===== src/hw/csb_pkg.sv =====
// package: encodings, structs and timing for compare/skip/branch execution
package csb_pkg;
    localparam int unsigned CSB_DATA_W  = 8;
    localparam int unsigned CSB_PC_W    = 16;
    localparam int unsigned CSB_OFF_W   = 7;
    localparam int unsigned CSB_BIT_W   = 3;
    localparam int unsigned CSB_IO_W    = 6;
    localparam int unsigned CSB_REG_W   = 5;
    // status flag positions
    localparam int unsigned CSB_FLG_C   = 0;
    localparam int unsigned CSB_FLG_Z   = 1;
    localparam int unsigned CSB_FLG_N   = 2;
    localparam int unsigned CSB_FLG_V   = 3;
    localparam int unsigned CSB_FLG_S   = 4;
    localparam int unsigned CSB_FLG_H   = 5;
    localparam logic [7:0]  CSB_FLAGS_RST = 8'h00;
    localparam logic [15:0] CSB_PC_RST    = 16'h0000;
    // cycle counts
    localparam logic [1:0]  CSB_CYC_ONE   = 2'h1;
    localparam logic [1:0]  CSB_CYC_TWO   = 2'h2;
    localparam logic [1:0]  CSB_CYC_THREE = 2'h3;
    localparam logic [15:0] CSB_PC_STEP   = 16'h0001;

    typedef enum logic [2:0]
    {
        CSB_OP_NONE            = 3'h0,
        CSB_OP_COMPARE_IMM     = 3'h1,
        CSB_OP_SKIP_REG_CLEAR  = 3'h2,
        CSB_OP_SKIP_REG_SET    = 3'h3,
        CSB_OP_SKIP_IO_CLEAR   = 3'h4,
        CSB_OP_SKIP_IO_SET     = 3'h5,
        CSB_OP_BRANCH_SET      = 3'h6,
        CSB_OP_BRANCH_CLEAR    = 3'h7
    } csb_op_t;

    typedef struct packed
    {
        csb_op_t                op;
        logic [CSB_REG_W-1:0]   reg_sel;
        logic [CSB_IO_W-1:0]    io_sel;
        logic [CSB_BIT_W-1:0]   bit_sel;
        logic [CSB_DATA_W-1:0]  imm;
        logic [CSB_OFF_W-1:0]   offset;
        logic                   next_two_word;
    } csb_instr_t;

    typedef enum logic [2:0]
    {
        CSB_ST_EXEC   = 3'b001,
        CSB_ST_SKIP1  = 3'b010,
        CSB_ST_SKIP2  = 3'b100
    } csb_state_t;
endpackage


===== src/hw/csb_flag_alu.sv =====
// compare subtractor producing the status flags
`timescale 1ns/1ns
`default_nettype none
module csb_flag_alu
    import csb_pkg::*;
(
    input  wire logic [CSB_DATA_W-1:0] i_a,
    input  wire logic [CSB_DATA_W-1:0] i_b,
    input  wire logic [7:0]            i_flags,
    output logic      [7:0]            o_flags
);
    wire logic [CSB_DATA_W-1:0] diff = i_a - i_b;
    wire logic neg  = diff[7];
    wire logic ovf  = (i_a[7] & ~i_b[7] & ~diff[7]) | (~i_a[7] & i_b[7] & diff[7]);
    wire logic cry  = (~i_a[7] & i_b[7]) | (i_b[7] & diff[7]) | (diff[7] & ~i_a[7]);
    wire logic half = (~i_a[3] & i_b[3]) | (i_b[3] & diff[3]) | (diff[3] & ~i_a[3]);

    always_comb
    begin
        o_flags            = i_flags;
        o_flags[CSB_FLG_C] = cry;
        o_flags[CSB_FLG_Z] = (diff == 8'h00);
        o_flags[CSB_FLG_N] = neg;
        o_flags[CSB_FLG_V] = ovf;
        o_flags[CSB_FLG_S] = neg ^ ovf;
        o_flags[CSB_FLG_H] = half;
    end
endmodule
`default_nettype wire


===== src/hw/csb_exec.sv =====
// execution unit for compare-immediate, bit skips and flag branches
// Contract
// - compare immediate subtracts constant, sets Z N V S C H, one cycle, no store
// - skip next instruction when chosen register bit is zero; flags kept
// - skip next instruction when chosen register bit is one; flags kept
// - skip next instruction when chosen I/O bit reads zero; flags kept
// - skip next instruction when chosen I/O bit reads one; flags kept
// - branch to pc plus offset plus one when chosen flag is set
// - branch to pc plus offset plus one when chosen flag is clear
`timescale 1ns/1ns
`default_nettype none
module csb_exec
    import csb_pkg::*;
(
    input  wire logic                  i_clock,
    input  wire logic                  i_nrst,
    input  wire logic                  i_valid,
    input  wire csb_instr_t            i_instr,
    input  wire logic [CSB_DATA_W-1:0] i_reg_data,
    input  wire logic [CSB_DATA_W-1:0] i_io_data,
    output logic                       o_ready,
    output logic                       o_done,
    output logic [CSB_PC_W-1:0]        o_pc,
    output logic [7:0]                 o_flags,
    output logic                       o_skipping
);
    csb_state_t              state_r;
    csb_state_t              state_nxt;
    logic [CSB_PC_W-1:0]     pc_r;
    logic [CSB_PC_W-1:0]     pc_nxt;
    logic [7:0]              flags_r;
    logic [7:0]              flags_nxt;
    logic                    done_r;
    logic                    done_nxt;
    logic [7:0]              cmp_flags;

    function automatic logic pick_bit(input logic [7:0] v, input logic [2:0] sel);
        pick_bit = v[sel];
    endfunction

    csb_flag_alu u_alu
    (
        .i_a     (i_reg_data),
        .i_b     (i_instr.imm),
        .i_flags (flags_r),
        .o_flags (cmp_flags)
    );

    wire logic exec_go  = i_valid && (state_r == CSB_ST_EXEC);
    wire logic reg_bit  = pick_bit(i_reg_data, i_instr.bit_sel);
    wire logic io_bit   = pick_bit(i_io_data, i_instr.bit_sel);
    wire logic flag_bit = pick_bit(flags_r, i_instr.bit_sel);
    wire logic skip_hit =
        (i_instr.op == CSB_OP_SKIP_REG_CLEAR && !reg_bit) ||
        (i_instr.op == CSB_OP_SKIP_REG_SET   &&  reg_bit) ||
        (i_instr.op == CSB_OP_SKIP_IO_CLEAR  && !io_bit)  ||
        (i_instr.op == CSB_OP_SKIP_IO_SET    &&  io_bit);
    wire logic br_hit =
        (i_instr.op == CSB_OP_BRANCH_SET   &&  flag_bit) ||
        (i_instr.op == CSB_OP_BRANCH_CLEAR && !flag_bit);
    // sign-extended offset, plus the ordinary one-word step
    wire logic [CSB_PC_W-1:0] br_target =
        pc_r + {{(CSB_PC_W-CSB_OFF_W){i_instr.offset[CSB_OFF_W-1]}}, i_instr.offset}
             + CSB_PC_STEP;

    always_comb
    begin
        state_nxt = state_r;
        pc_nxt    = pc_r;
        flags_nxt = flags_r;
        done_nxt  = 1'b0;
        case (state_r)
            CSB_ST_EXEC:
            begin
                if (exec_go)
                begin
                    pc_nxt = pc_r + CSB_PC_STEP;
                    if (i_instr.op == CSB_OP_COMPARE_IMM)
                    begin
                        flags_nxt = cmp_flags;
                        done_nxt  = 1'b1;
                    end
                    else if (br_hit)
                    begin
                        pc_nxt   = br_target;
                        done_nxt = 1'b1;
                    end
                    else if (skip_hit)
                    begin
                        // hop one word per extra cycle
                        state_nxt = i_instr.next_two_word ? CSB_ST_SKIP2 : CSB_ST_SKIP1;
                    end
                    else
                    begin
                        done_nxt = 1'b1;
                    end
                end
            end
            CSB_ST_SKIP2:
            begin
                pc_nxt    = pc_r + CSB_PC_STEP;
                state_nxt = CSB_ST_SKIP1;
            end
            CSB_ST_SKIP1:
            begin
                pc_nxt    = pc_r + CSB_PC_STEP;
                state_nxt = CSB_ST_EXEC;
                done_nxt  = 1'b1;
            end
            default:
            begin
                state_nxt = CSB_ST_EXEC;
            end
        endcase
    end

    always_ff @(posedge i_clock or negedge i_nrst)
    begin
        if (!i_nrst)
        begin
            state_r <= CSB_ST_EXEC;
            pc_r    <= CSB_PC_RST;
            flags_r <= CSB_FLAGS_RST;
            done_r  <= 1'b0;
        end
        else
        begin
            state_r <= state_nxt;
            pc_r    <= pc_nxt;
            flags_r <= flags_nxt;
            done_r  <= done_nxt;
        end
    end

    // outputs registered; ready derived from next state to stay a flop
    always_ff @(posedge i_clock or negedge i_nrst)
    begin
        if (!i_nrst)
        begin
            o_ready    <= 1'b0;
            o_skipping <= 1'b0;
        end
        else
        begin
            o_ready    <= (state_nxt == CSB_ST_EXEC);
            o_skipping <= (state_nxt != CSB_ST_EXEC);
        end
    end

    assign o_done  = done_r;
    assign o_pc    = pc_r;
    assign o_flags = flags_r;
endmodule
`default_nettype wire


===== config.mk =====
export PLATFORM = sky130hd
export DESIGN_NAME = csb_exec
export DESIGN_NICKNAME = d
export VERILOG_FILES = /design/src/hw/csb_pkg.sv /design/src/hw/csb_flag_alu.sv /design/src/hw/csb_exec.sv
export SDC_FILE = /design/constraint.sdc
export NUM_CORES = 1
export LEC_CHECK = 0
export CAP_MARGIN = 0
export CORE_MARGIN = 2
export CORE_UTILIZATION = 55
export CTS_CLUSTER_SIZE = 10
export DETAILED_ROUTE_END_ITERATION = 10
export DONT_BUFFER_PORTS = 1
export GPL_TIMING_DRIVEN = 0
export PLACE_DENSITY = 0.72
export SETUP_SLACK_MARGIN = 0.4
export SYNTH_ARGS = -nofsm -noshare
export SYNTH_HDL_FRONTEND = slang
export SYNTH_SLANG_ARGS = --single-unit
export TNS_END_PERCENT = 1

===== constraint.sdc =====
create_clock -name i_clock -period 2.9 [get_ports i_clock]
set_clock_uncertainty 0.2 [all_clocks]
set_input_delay 0.145 -clock i_clock [delete_from_list [all_inputs] [get_ports i_clock]]
set_output_delay 0.145 -clock i_clock [all_outputs]
set_load 0.01 [all_outputs]

==> results.toml, run 1 <==
[sta]
finalSetupViolations = 0
final-hold-violation-count = 0
period_share = 0.894
fin_setup_tns_ps = 0
fin_crit_ps = 2590
max_freq_ghz = 0.386
slew_violations = 0
grt_setup_unrepaired = "yes"

[hold_path]
holdCritPathClass = "in2reg"
hp-start = "i_reg_data[7]"
min_path_cells = 3
min_to = "o_flags[3]$_DFFE_PN0P_"

[finish]
diodes = 0
final_cells = 420
drive_above_1_share = 0.143
num-fill-cells = 467
multi_input_area_sq_um = 2050
area_growth_pct = 14.8
register_area_sq_um = 707
final_area_sq_um = 3230
fin_util = 0.645
nNetsFinal = 433

[drt]
ant_nets = 0
top_layer = "met4"
wl_per_cell_um = 16.0
first_pass_iters = 4
routed_wl_mm = 6.70
drc = 0
wl_met3_um = 505
met2_length_mm = 3.31
wl_met1_mm = 2.87
drt-initial-drc-count = 146
vias_per_cell = 6.02
vias = 2529

[floorplan]
initial_utilization = 0.562
core_sq_um = 5010
die_h_um = 75.5
dieArea_sq_um = 5700
row_count = 26
die-width_um = 75.5
pin_count = 79

[power]
cellPowerDensity_nw_per_um2 = 762
ir_worst_vdd_mv = 0.286
finalPower_w = 0.00246
power_leakage_nw = 1.38

[logic_synthesis]
synth_flop_cell = "dfrtp_1"
yosysUniqueCellTypes = 55
synth_edf_count = 0
synth-seq-area-share = 0.249
avgSynthCellArea_sq_um = 8.48
syn_inst = 332
synthArstFlopShare = 1.00
synth_area_sq_um = 2810
ys_ff_latch = 28
yosysWarnings = 0

[critical_path]
path_max_fanout = 6
r2r-start = "o_pc[0]$_DFFE_PN0P_"
crit_type = "reg2reg"
crit_path_end_kind = "register"
timing.rr.end = "o_pc[10]$_DFFE_PN0P_"
worstPathRequired_ps = 2920
cp-start-kind = "register"
cp.arrival_ps = 2610
r2r_cells = 10
r2r_slack_ps = 310

[global_route]
grt_overflow = 0
grt_pass1_vias = 2445
grt_max_degree = 29
grt_antenna_before_repair = 0
grt_pass1_wl_mm = 10.5
grt_usage = 0.235

[outcome]
status = "finished clean"

[cts]
cts_buffer_depth = 2
numCtsBuffers = 3
cts_tree = "yes"
ctsHtreeMaxLevel = 1
cts-root-buf = "clkbuf_8"
clk_pin_slew_ps = 100
clk_latency_ps = 270
cts_sinks = 28

[placement]
dp_cells = 403
placed_area_sq_um = 2920
gp_congestion = 0.945
port_buffers = 0
dp_hpwl_mm = 5.12

[run]
drv_cap = 0
[area by class of cell]
class / count / share of cell area
Tap cell: 70 / 0.0271
Buffer: 17 / 0.0314
Sequential cell: 28 / 0.219
Clock inverter: 1 / 0.00930
Clock buffer: 3 / 0.0128
Multi-Input combinational cell: 267 / 0.634
Inverter: 21 / 0.0259
Timing Repair Buffer: 13 / 0.0411
[cells in the mapped netlist, types with 3 or more instances]
cell | count | area (sq um)
a21oi_1 | 27 | 135
dfrtp_1 | 27 | 676
ha_1 | 25 | 313
nand2_1 | 24 | 90.1
o21ai_0 | 22 | 110
inv_1 | 21 | 78.8
nor2_1 | 21 | 78.8
nand2b_1 | 13 | 81.3
nor3_1 | 12 | 60.1
nand3_1 | 11 | 55.1
xnor2_1 | 11 | 96.3
clkbuf_1 | 8 | 30.0
o22ai_1 | 7 | 43.8
a21o_1 | 6 | 45.0
xor2_1 | 6 | 52.6
and3_1 | 5 | 31.3
fa_1 | 5 | 100
mux2i_1 | 5 | 50.1
mux4_2 | 5 | 113
nand4_1 | 5 | 31.3
a211o_1 | 4 | 35.0
a211oi_1 | 4 | 30.0
a31oi_1 | 4 | 25.0
buf_4 | 4 | 30.0
o21ai_1 | 4 | 20.0
a221o_1 | 3 | 30.0
buf_2 | 3 | 15.0
nor2b_1 | 3 | 18.8
o21a_1 | 3 | 22.5
[cells by family (layout without fill, tap and decap cells)]
group | after synthesis | after routing | synth area share
fa+ha+maj | 30 | 30 | 0.147
compound gates | 97 | 97 | 0.222
simple gates | 110 | 110 | 0.203
xor+xnor | 17 | 17 | 0.0529
mux | 11 | 11 | 0.0618
buf+inv | 38 | 55 | 0.0627
other cells | 1 | 2 | 0.00133
flops | 28 | 28 | 0.249
[layer usage]
layer	vias up	track usage
met2	93	0.412
met1	1186	0.305
met3	2	0.0370
met5	-	0
li1	1248	-
met4	0	0.0526
[cell usage in the layout, fill, tap and decap left out, types with 6 or more instances in the layout]
cell type	count
dfrtp_1	23
dlygate4sd3_1	9
o21ai_1	7
ha_1	21
nand2_1	24
nand2b_1	12
nor3_1	11
xnor2_1	11
inv_1	20
a21o_1	6
o21ai_0	19
nor2_1	21
buf_4	7
nand3_1	11
o22ai_1	7
a21oi_1	26
xor2_1	6
[sequential cells by signal, indices dropped and copies added (netlist names)]
name,count
state_r,3
o_ready,1
o_flags,6
o_skipping,1
o_pc,16
o_done,1
[worst max path at each step]
stage	cells after the start	to	from
floorplan	14	o_flags[1]$_DFFE_PN0P_	i_reg_data[1]
global route	15	o_flags[1]$_DFFE_PN0P_	i_instr[9]
CTS	14	o_flags[1]$_DFFE_PN0P_	i_reg_data[1]
finish	10	o_pc[10]$_DFFE_PN0P_	o_pc[0]$_DFFE_PN0P_
global placement	14	o_flags[1]$_DFFE_PN0P_	i_reg_data[1]
detailed placement	14	o_flags[1]$_DFFE_PN0P_	i_reg_data[1]
[critical path, cell delays in order, from the launching register on]
cell      delay, ps
dfrtp_2         470
inv_1            90
ha_1            170
fa_1            220
nand2b_4        170
a21oi_4          70
o31ai_4         260
nand2_1         170
a211o_1         330
a311oi_1        260
a211o_1         140
[per-stage QoR]
stage                     hold slack (ps)  setup WS (ps)
after floorplan                      -351           41.9
after global placement               -350           -243
after detailed placement             -350           -215
after CTS                            3.90            327
after global routing                 25.9            161
final                                6.86            307
[where the power goes]
part	internal, W	total (W)	leakage, nW	switching, W
clock	0.000185	0.000304	0.0357	0.000120
combinational	0.000610	0.00134	1.01	0.000735
sequential	0.000523	0.000814	0.332	0.000291
total	0.00132	0.00246	1.38	0.00115
[what timing repair did]
action                                  CTS  global route
buffers inserted                          3             0
gates resized for setup                  20             1
hold buffers                             10             0
endpoints found under the hold margin    36             0
pin swaps                                 9             0
endpoints found under the setup margin    9            16
No activity file was read; power rests on OpenSTA's default activity.
==> inputs of run 2 (changes only) <==
--- a/config.mk
+++ b/config.mk
@@ -5,6 +5,7 @@
 export SDC_FILE = /design/constraint.sdc
 export NUM_CORES = 1
 export LEC_CHECK = 0
+export ABC_AREA = 1
 export CAP_MARGIN = 0
 export CORE_MARGIN = 2
 export CORE_UTILIZATION = 55
==> results.toml, run 2 <==
[global_route]
grt_pass1_wl_mm = 13.9
grt_pass1_vias = 3250
grt_antenna_before_repair = 0
grt_usage = 0.268
grt_overflow = 0
grt_max_degree = 29

[drt]
routed_wl_mm = 8.29
vias_per_cell = 5.32
ant_nets = 0
wl_per_cell_um = 13.3
drt-initial-drc-count = 174
first_pass_iters = 4
vias = 3312
drc = 0

[finish]
diodes = 0
area_growth_pct = 7.91
drive_above_1_share = 0.0402
layout_common_cells = "166 x nand2_1, 93 x inv_1, 65 x nand3_1, 42 x nor2_1, 27 x dfrtp_1"
final_area_sq_um = 3530
nNetsFinal = 630
final_common_cell = "nand2_1"
largest_register_ff_count = 16
final_cells = 622

[outcome]
status = "finished clean"

[cts]
clk_pin_slew_ps = 110
post_cts_resized = 0
ctsHtreeMaxLevel = 1
cts_buffer_depth = 2
numCtsBuffers = 3
clk_latency_ps = 280
cts-root-buf = "clkbuf_8"
cts_sinks = 28
cts_tree = "yes"

[logic_synthesis]
yosysUniqueCellTypes = 34
synthTopCellsByCount = "166 x nand2_1, 93 x inv_1, 65 x nand3_1, 42 x nor2_1, 27 x dfrtp_1"
synthArstFlopShare = 1.00
yosys.area_share.simple = 0.404
synth.most_common_cell = "nand2_1"
synth_top_family_by_area = "simple AND/OR/NAND/NOR gates"
synth_area_sq_um = 3270
synth_fa_ha_area_frac = 0.126
avgSynthCellArea_sq_um = 6.13
ys_ff_latch = 28
synth_edf_count = 0
yosysTopAreaCell = "dfrtp_1"
synthTopCellsByArea = "dfrtp_1 21%, nand2_1 19%, inv_1 11%, nand3_1 9.9%, ha_1 9.6%"
syn_inst = 534
yosysTopAreaCellShare = 0.206
synth-seq-area-share = 0.214
synth_mux_area_frac = 0
synth_flop_cell = "dfrtp_1"
synth_xor_area_frac = 0.0482
yosysWarnings = 0
synth_compound_area_frac = 0.0799

[floorplan]
core_sq_um = 5850
dieArea_sq_um = 6580
die_h_um = 81.1
pin_count = 79
row_count = 28
die-width_um = 81.1
initial_utilization = 0.559

[critical_path]
cp-start-kind = "input pin"
crit_path_end_kind = "register"
path_max_fanout = 5
crit_type = "in2reg"
cp.arrival_ps = 2330
worstPathRequired_ps = 2910

[placement]
gp_congestion = 0.901
dp_hpwl_mm = 6.64
placed_area_sq_um = 3370
dp_cells = 610
port_buffers = 0

[power]
finalPower_w = 0.00272
power_leakage_nw = 1.95
ir_worst_vdd_mv = 0.327
cellPowerDensity_nw_per_um2 = 771

[run]
drv_cap = 0

[sta]
grt_setup_unrepaired = "no"
final-hold-violation-count = 0
fin_crit_ps = 2330
max_freq_ghz = 0.430
period_share = 0.802
fin_setup_tns_ps = 0
slew_violations = 0
whs_ps = 13.9
finalSetupViolations = 0

[hold_path]
holdCritPathClass = "in2reg"
==> run 2: final cells by class <==
class / instances / area (sq um)
Clock buffer: 3 / 41.3
Fill cell: 585 / 2320
Buffer: 9 / 61.3
Clock inverter: 1 / 30.0
Multi-Input combinational cell: 404 / 2160
Sequential cell: 28 / 702
Timing Repair Buffer: 8 / 90.1
Inverter: 94 / 353
Tap cell: 75 / 93.8
==> run 2: logic make-up after synthesis <==
group | after synthesis
AOI/OAI and AO/OA | 46
xor gates and xnor gates | 18
adders and majority gates | 30
buffers and inverters | 103
DFF | 28
other | 1
and+or+nand+nor | 308
==> run 2: timing repair <==
item,CTS,global route
hold buffers,8,0
hold endpoints to repair,35,0
setup buffers,0,0
setup endpoints to repair,0,0
==> run 2: metrics by stage <==
| step | utilization | setup WS [ps] |
|---|---|---|
| finish | 0.604 | 574 |
| global route | 0.604 | 432 |
| CTS | 0.604 | 604 |
| detailed placement | 0.576 | 334 |
| global placement | 0.576 | 351 |
| floorplan | - | 585 |
==> run 2: where the power goes <==
part | switching [W] | internal (W) | total [W]
sequential | 0.000322 | 0.000528 | 0.000850
combinational | 0.000965 | 0.000591 | 0.00156
clock | 0.000133 | 0.000185 | 0.000318
total | 0.00142 | 0.00130 | 0.00272
==> run 2: worst paths after layout <==
kind                                        start                endpoint  depth (start not counted)  slack (ps)
min in group asynchronous                  i_nrst  o_flags[4]$_DFFE_PN0P_                          2         110
max in group asynchronous                  i_nrst    state_r[0]$_DFF_PN1_                          2        2160
hold / removal                        i_instr[31]  o_flags[3]$_DFFE_PN0P_                          4          10
setup / recovery                      i_instr[10]  o_flags[1]$_DFFE_PN0P_                         13         570
setup reg to reg              o_pc[0]$_DFFE_PN0P_    o_pc[12]$_DFFE_PN0P_                         11         620
hold reg to reg            o_flags[0]$_DFFE_PN0P_  o_flags[0]$_DFFE_PN0P_                          2         400
==> run 2: metal layers <==
| metal | vias up | wire length, um | part of all wire | track usage |
|---|---|---|---|---|
| met5 | - | 0 | 0 | 0 |
| li1 | 1726 | - | - | - |
| met2 | 77 | 4260 | 0.51 | 0.514 |
| met1 | 1501 | 3490 | 0.42 | 0.308 |
| met4 | 0 | 69 | 0.0083 | 0.0746 |
| met3 | 8 | 463 | 0.056 | 0.0356 |
==> run 2: worst max-delay path, cell delays in order <==
cell,delay [ps]
inv_1,20
ha_1,350
a21o_1,160
nand2_1,50
nand3_1,120
a21oi_1,90
o21bai_1,270
fa_1,500
inv_1,80
nand2_1,110
nor3_1,210
nand3_1,100
o21ai_0,140
==> inputs of run 3 (changes only) <==
--- a/config.mk
+++ b/config.mk
@@ -13,7 +13,7 @@
 export DETAILED_ROUTE_END_ITERATION = 10
 export DONT_BUFFER_PORTS = 1
 export GPL_TIMING_DRIVEN = 0
-export PLACE_DENSITY = 0.72
+export PLACE_DENSITY = 0.75
 export SETUP_SLACK_MARGIN = 0.4
 export SYNTH_ARGS = -nofsm -noshare
 export SYNTH_HDL_FRONTEND = slang
==> constraint.sdc (replaced) <==
create_clock -name i_clock -period 1.95 [get_ports i_clock]
set_clock_uncertainty 0.2 [all_clocks]
set_input_delay 0.0975 -clock i_clock [delete_from_list [all_inputs] [get_ports i_clock]]
set_output_delay 0.0975 -clock i_clock [all_outputs]
set_load 0.01 [all_outputs]
==> results.toml, run 3 (synthesized netlist as in run 2, its figures left out) <==
[outcome]
status = "finished, violations left"
violations = "negative hold slack, negative setup slack"

[sta]
layout_setup_ws_ps = -87.1
final-hold-violation-count = 6
slew_violations = 0
fin_crit_ps = 2040
max_freq_ghz = 0.491
whs_ps = -101
period_share = 1.04
finalSetupViolations = 12
grt_setup_unrepaired = "yes"

[placement]
dp_hpwl_mm = 6.58
placed_area_sq_um = 3430
gp_congestion = 0.906
port_buffers = 0

[cts]
numCtsBuffers = 3
cts_buffer_depth = 2
ctsHtreeMaxLevel = 1
clk_pin_slew_ps = 100
cts_sinks = 28
hold_buffers = 5
cts-root-buf = "clkbuf_8"
cts_tree = "yes"
clk_latency_ps = 270

[drt]
wl_per_cell_um = 14.2
routed_wl_mm = 8.81
ant_nets = 0
vias = 3452
first_pass_iters = 5
vias_per_cell = 5.56
drc = 0
drt-initial-drc-count = 196

[power]
swShare = 0.507
power_leakage_nw = 1.96
pwr-share-seq = 0.295
pwr-share-clk = 0.101
power.internal_w = 0.00226
ir_worst_vdd_mv = 0.652
p_sw_w = 0.00233
comb_power_share = 0.603
cellPowerDensity_nw_per_um2 = 1180

[floorplan]
row_count = 28
dieArea_sq_um = 6580
core_sq_um = 5850
die_h_um = 81.1
die-width_um = 81.1
initial_utilization = 0.559
pin_count = 79

[global_route]
grt_antenna_before_repair = 0
grt_overflow = 0
grt_pass1_wl_mm = 14.5
grt_pass1_vias = 3312
grt_usage = 0.279
grt_max_degree = 29

[critical_path]
cp.arrival_ps = 2010
crit_type = "reg2reg"
cp-start-kind = "register"
crit_path_end_kind = "register"
worstPathRequired_ps = 1920
path_max_fanout = 5

[finish]
fin_util = 0.664
largest_register_ff_count = 16
final_area_sq_um = 3880
area_growth_pct = 18.7
drive_above_1_share = 0.165
nNetsFinal = 629
diodes = 0
multi_input_area_sq_um = 2490
num-fill-cells = 495
layout_common_cells = "157 x nand2_1, 85 x inv_1, 57 x nand3_1, 41 x nor2_1, 17 x o21ai_0"
register_area_sq_um = 719
final_common_cell = "nand2_1"

[run]
drv_cap = 0

[hold_path]
holdCritPathClass = "in2reg"
[run 3: path summary, 6_finish.rpt]
check | start | to | slack, ps | cells past startpoint
worst max-delay path | o_pc[3]$_DFFE_PN0P_ | o_pc[9]$_DFFE_PN0P_ | -90 | 11
worst min-delay path | i_reg_data[3] | o_flags[5]$_DFFE_PN0P_ | -100 | 2
worst max register to register | o_pc[3]$_DFFE_PN0P_ | o_pc[9]$_DFFE_PN0P_ | -90 | 11
worst min register to register | state_r[2]$_DFF_PN0_ | state_r[1]$_DFF_PN0_ | 380 | 3
max in group asynchronous | i_nrst | state_r[0]$_DFF_PN1_ | 1240 | 2
min in group asynchronous | i_nrst | o_flags[4]$_DFFE_PN0P_ | 80 | 2
[run 3: area by class of cell]
class | count | area share
inverters | 94 | 0.0953
flip-flops and latches | 28 | 0.185
clock inverters | 1 | 0.00773
clock buffers | 3 | 0.0106
well taps | 75 | 0.0242
plain buffers | 9 | 0.0177
repair buffers | 7 | 0.0193
multi-input cells | 404 | 0.640
[run 3: per-stage QoR]
stage          power (W)  setup WS, ps  hold slack (ps)  instances  setup TNS [ps]
2_1_floorplan    0.00299          -236             -398        535            -532
6_report         0.00459         -87.1             -101        621            -536
3_3_place_gp     0.00348          -441             -397        610           -2830
3_5_place_dp     0.00352          -476             -397        610           -3120
4_1_cts          0.00437          -115             -111        620            -580
5_1_grt          0.00501          -206            -98.5        621           -2370
[run 3: worst max-delay path: stages (launching register included)]
cell and delay [ps]:
dfrtp_2 500, ha_4 290, nand2_1 130, nor2_1 60, nand2_1 70, nand3_2 140
nand2_1 120, nand2_1 60, nand2_1 80, nand4_1 120, nand3_1 90, nand2_1 50
[run 3: layer usage]
layer  GRT usage  vias up  wire (um)
li1            -     1720          -
met2       0.513      140       4550
met4       0.105        0        226
met1       0.328     1568       3450
met5           0        -          0
met3      0.0378       24        595
[run 3: what timing repair did]
action                                  CTS  global route
gates resized for setup                  45            23
hold endpoints to repair                 37             4
pin swaps                                21            12
buffers inserted                          1             1
endpoints found under the setup margin   22            26
[run 3: power groups by stage]
stage,logic [W],registers (W),clock network [W]
finish,0.00277,0.00135,0.000463
floorplan,0.00185,0.00114,0
detailed placement,0.00225,0.00127,0
CTS,0.00256,0.00133,0.000475
global route,0.00313,0.00139,0.000497
global placement,0.00221,0.00127,0
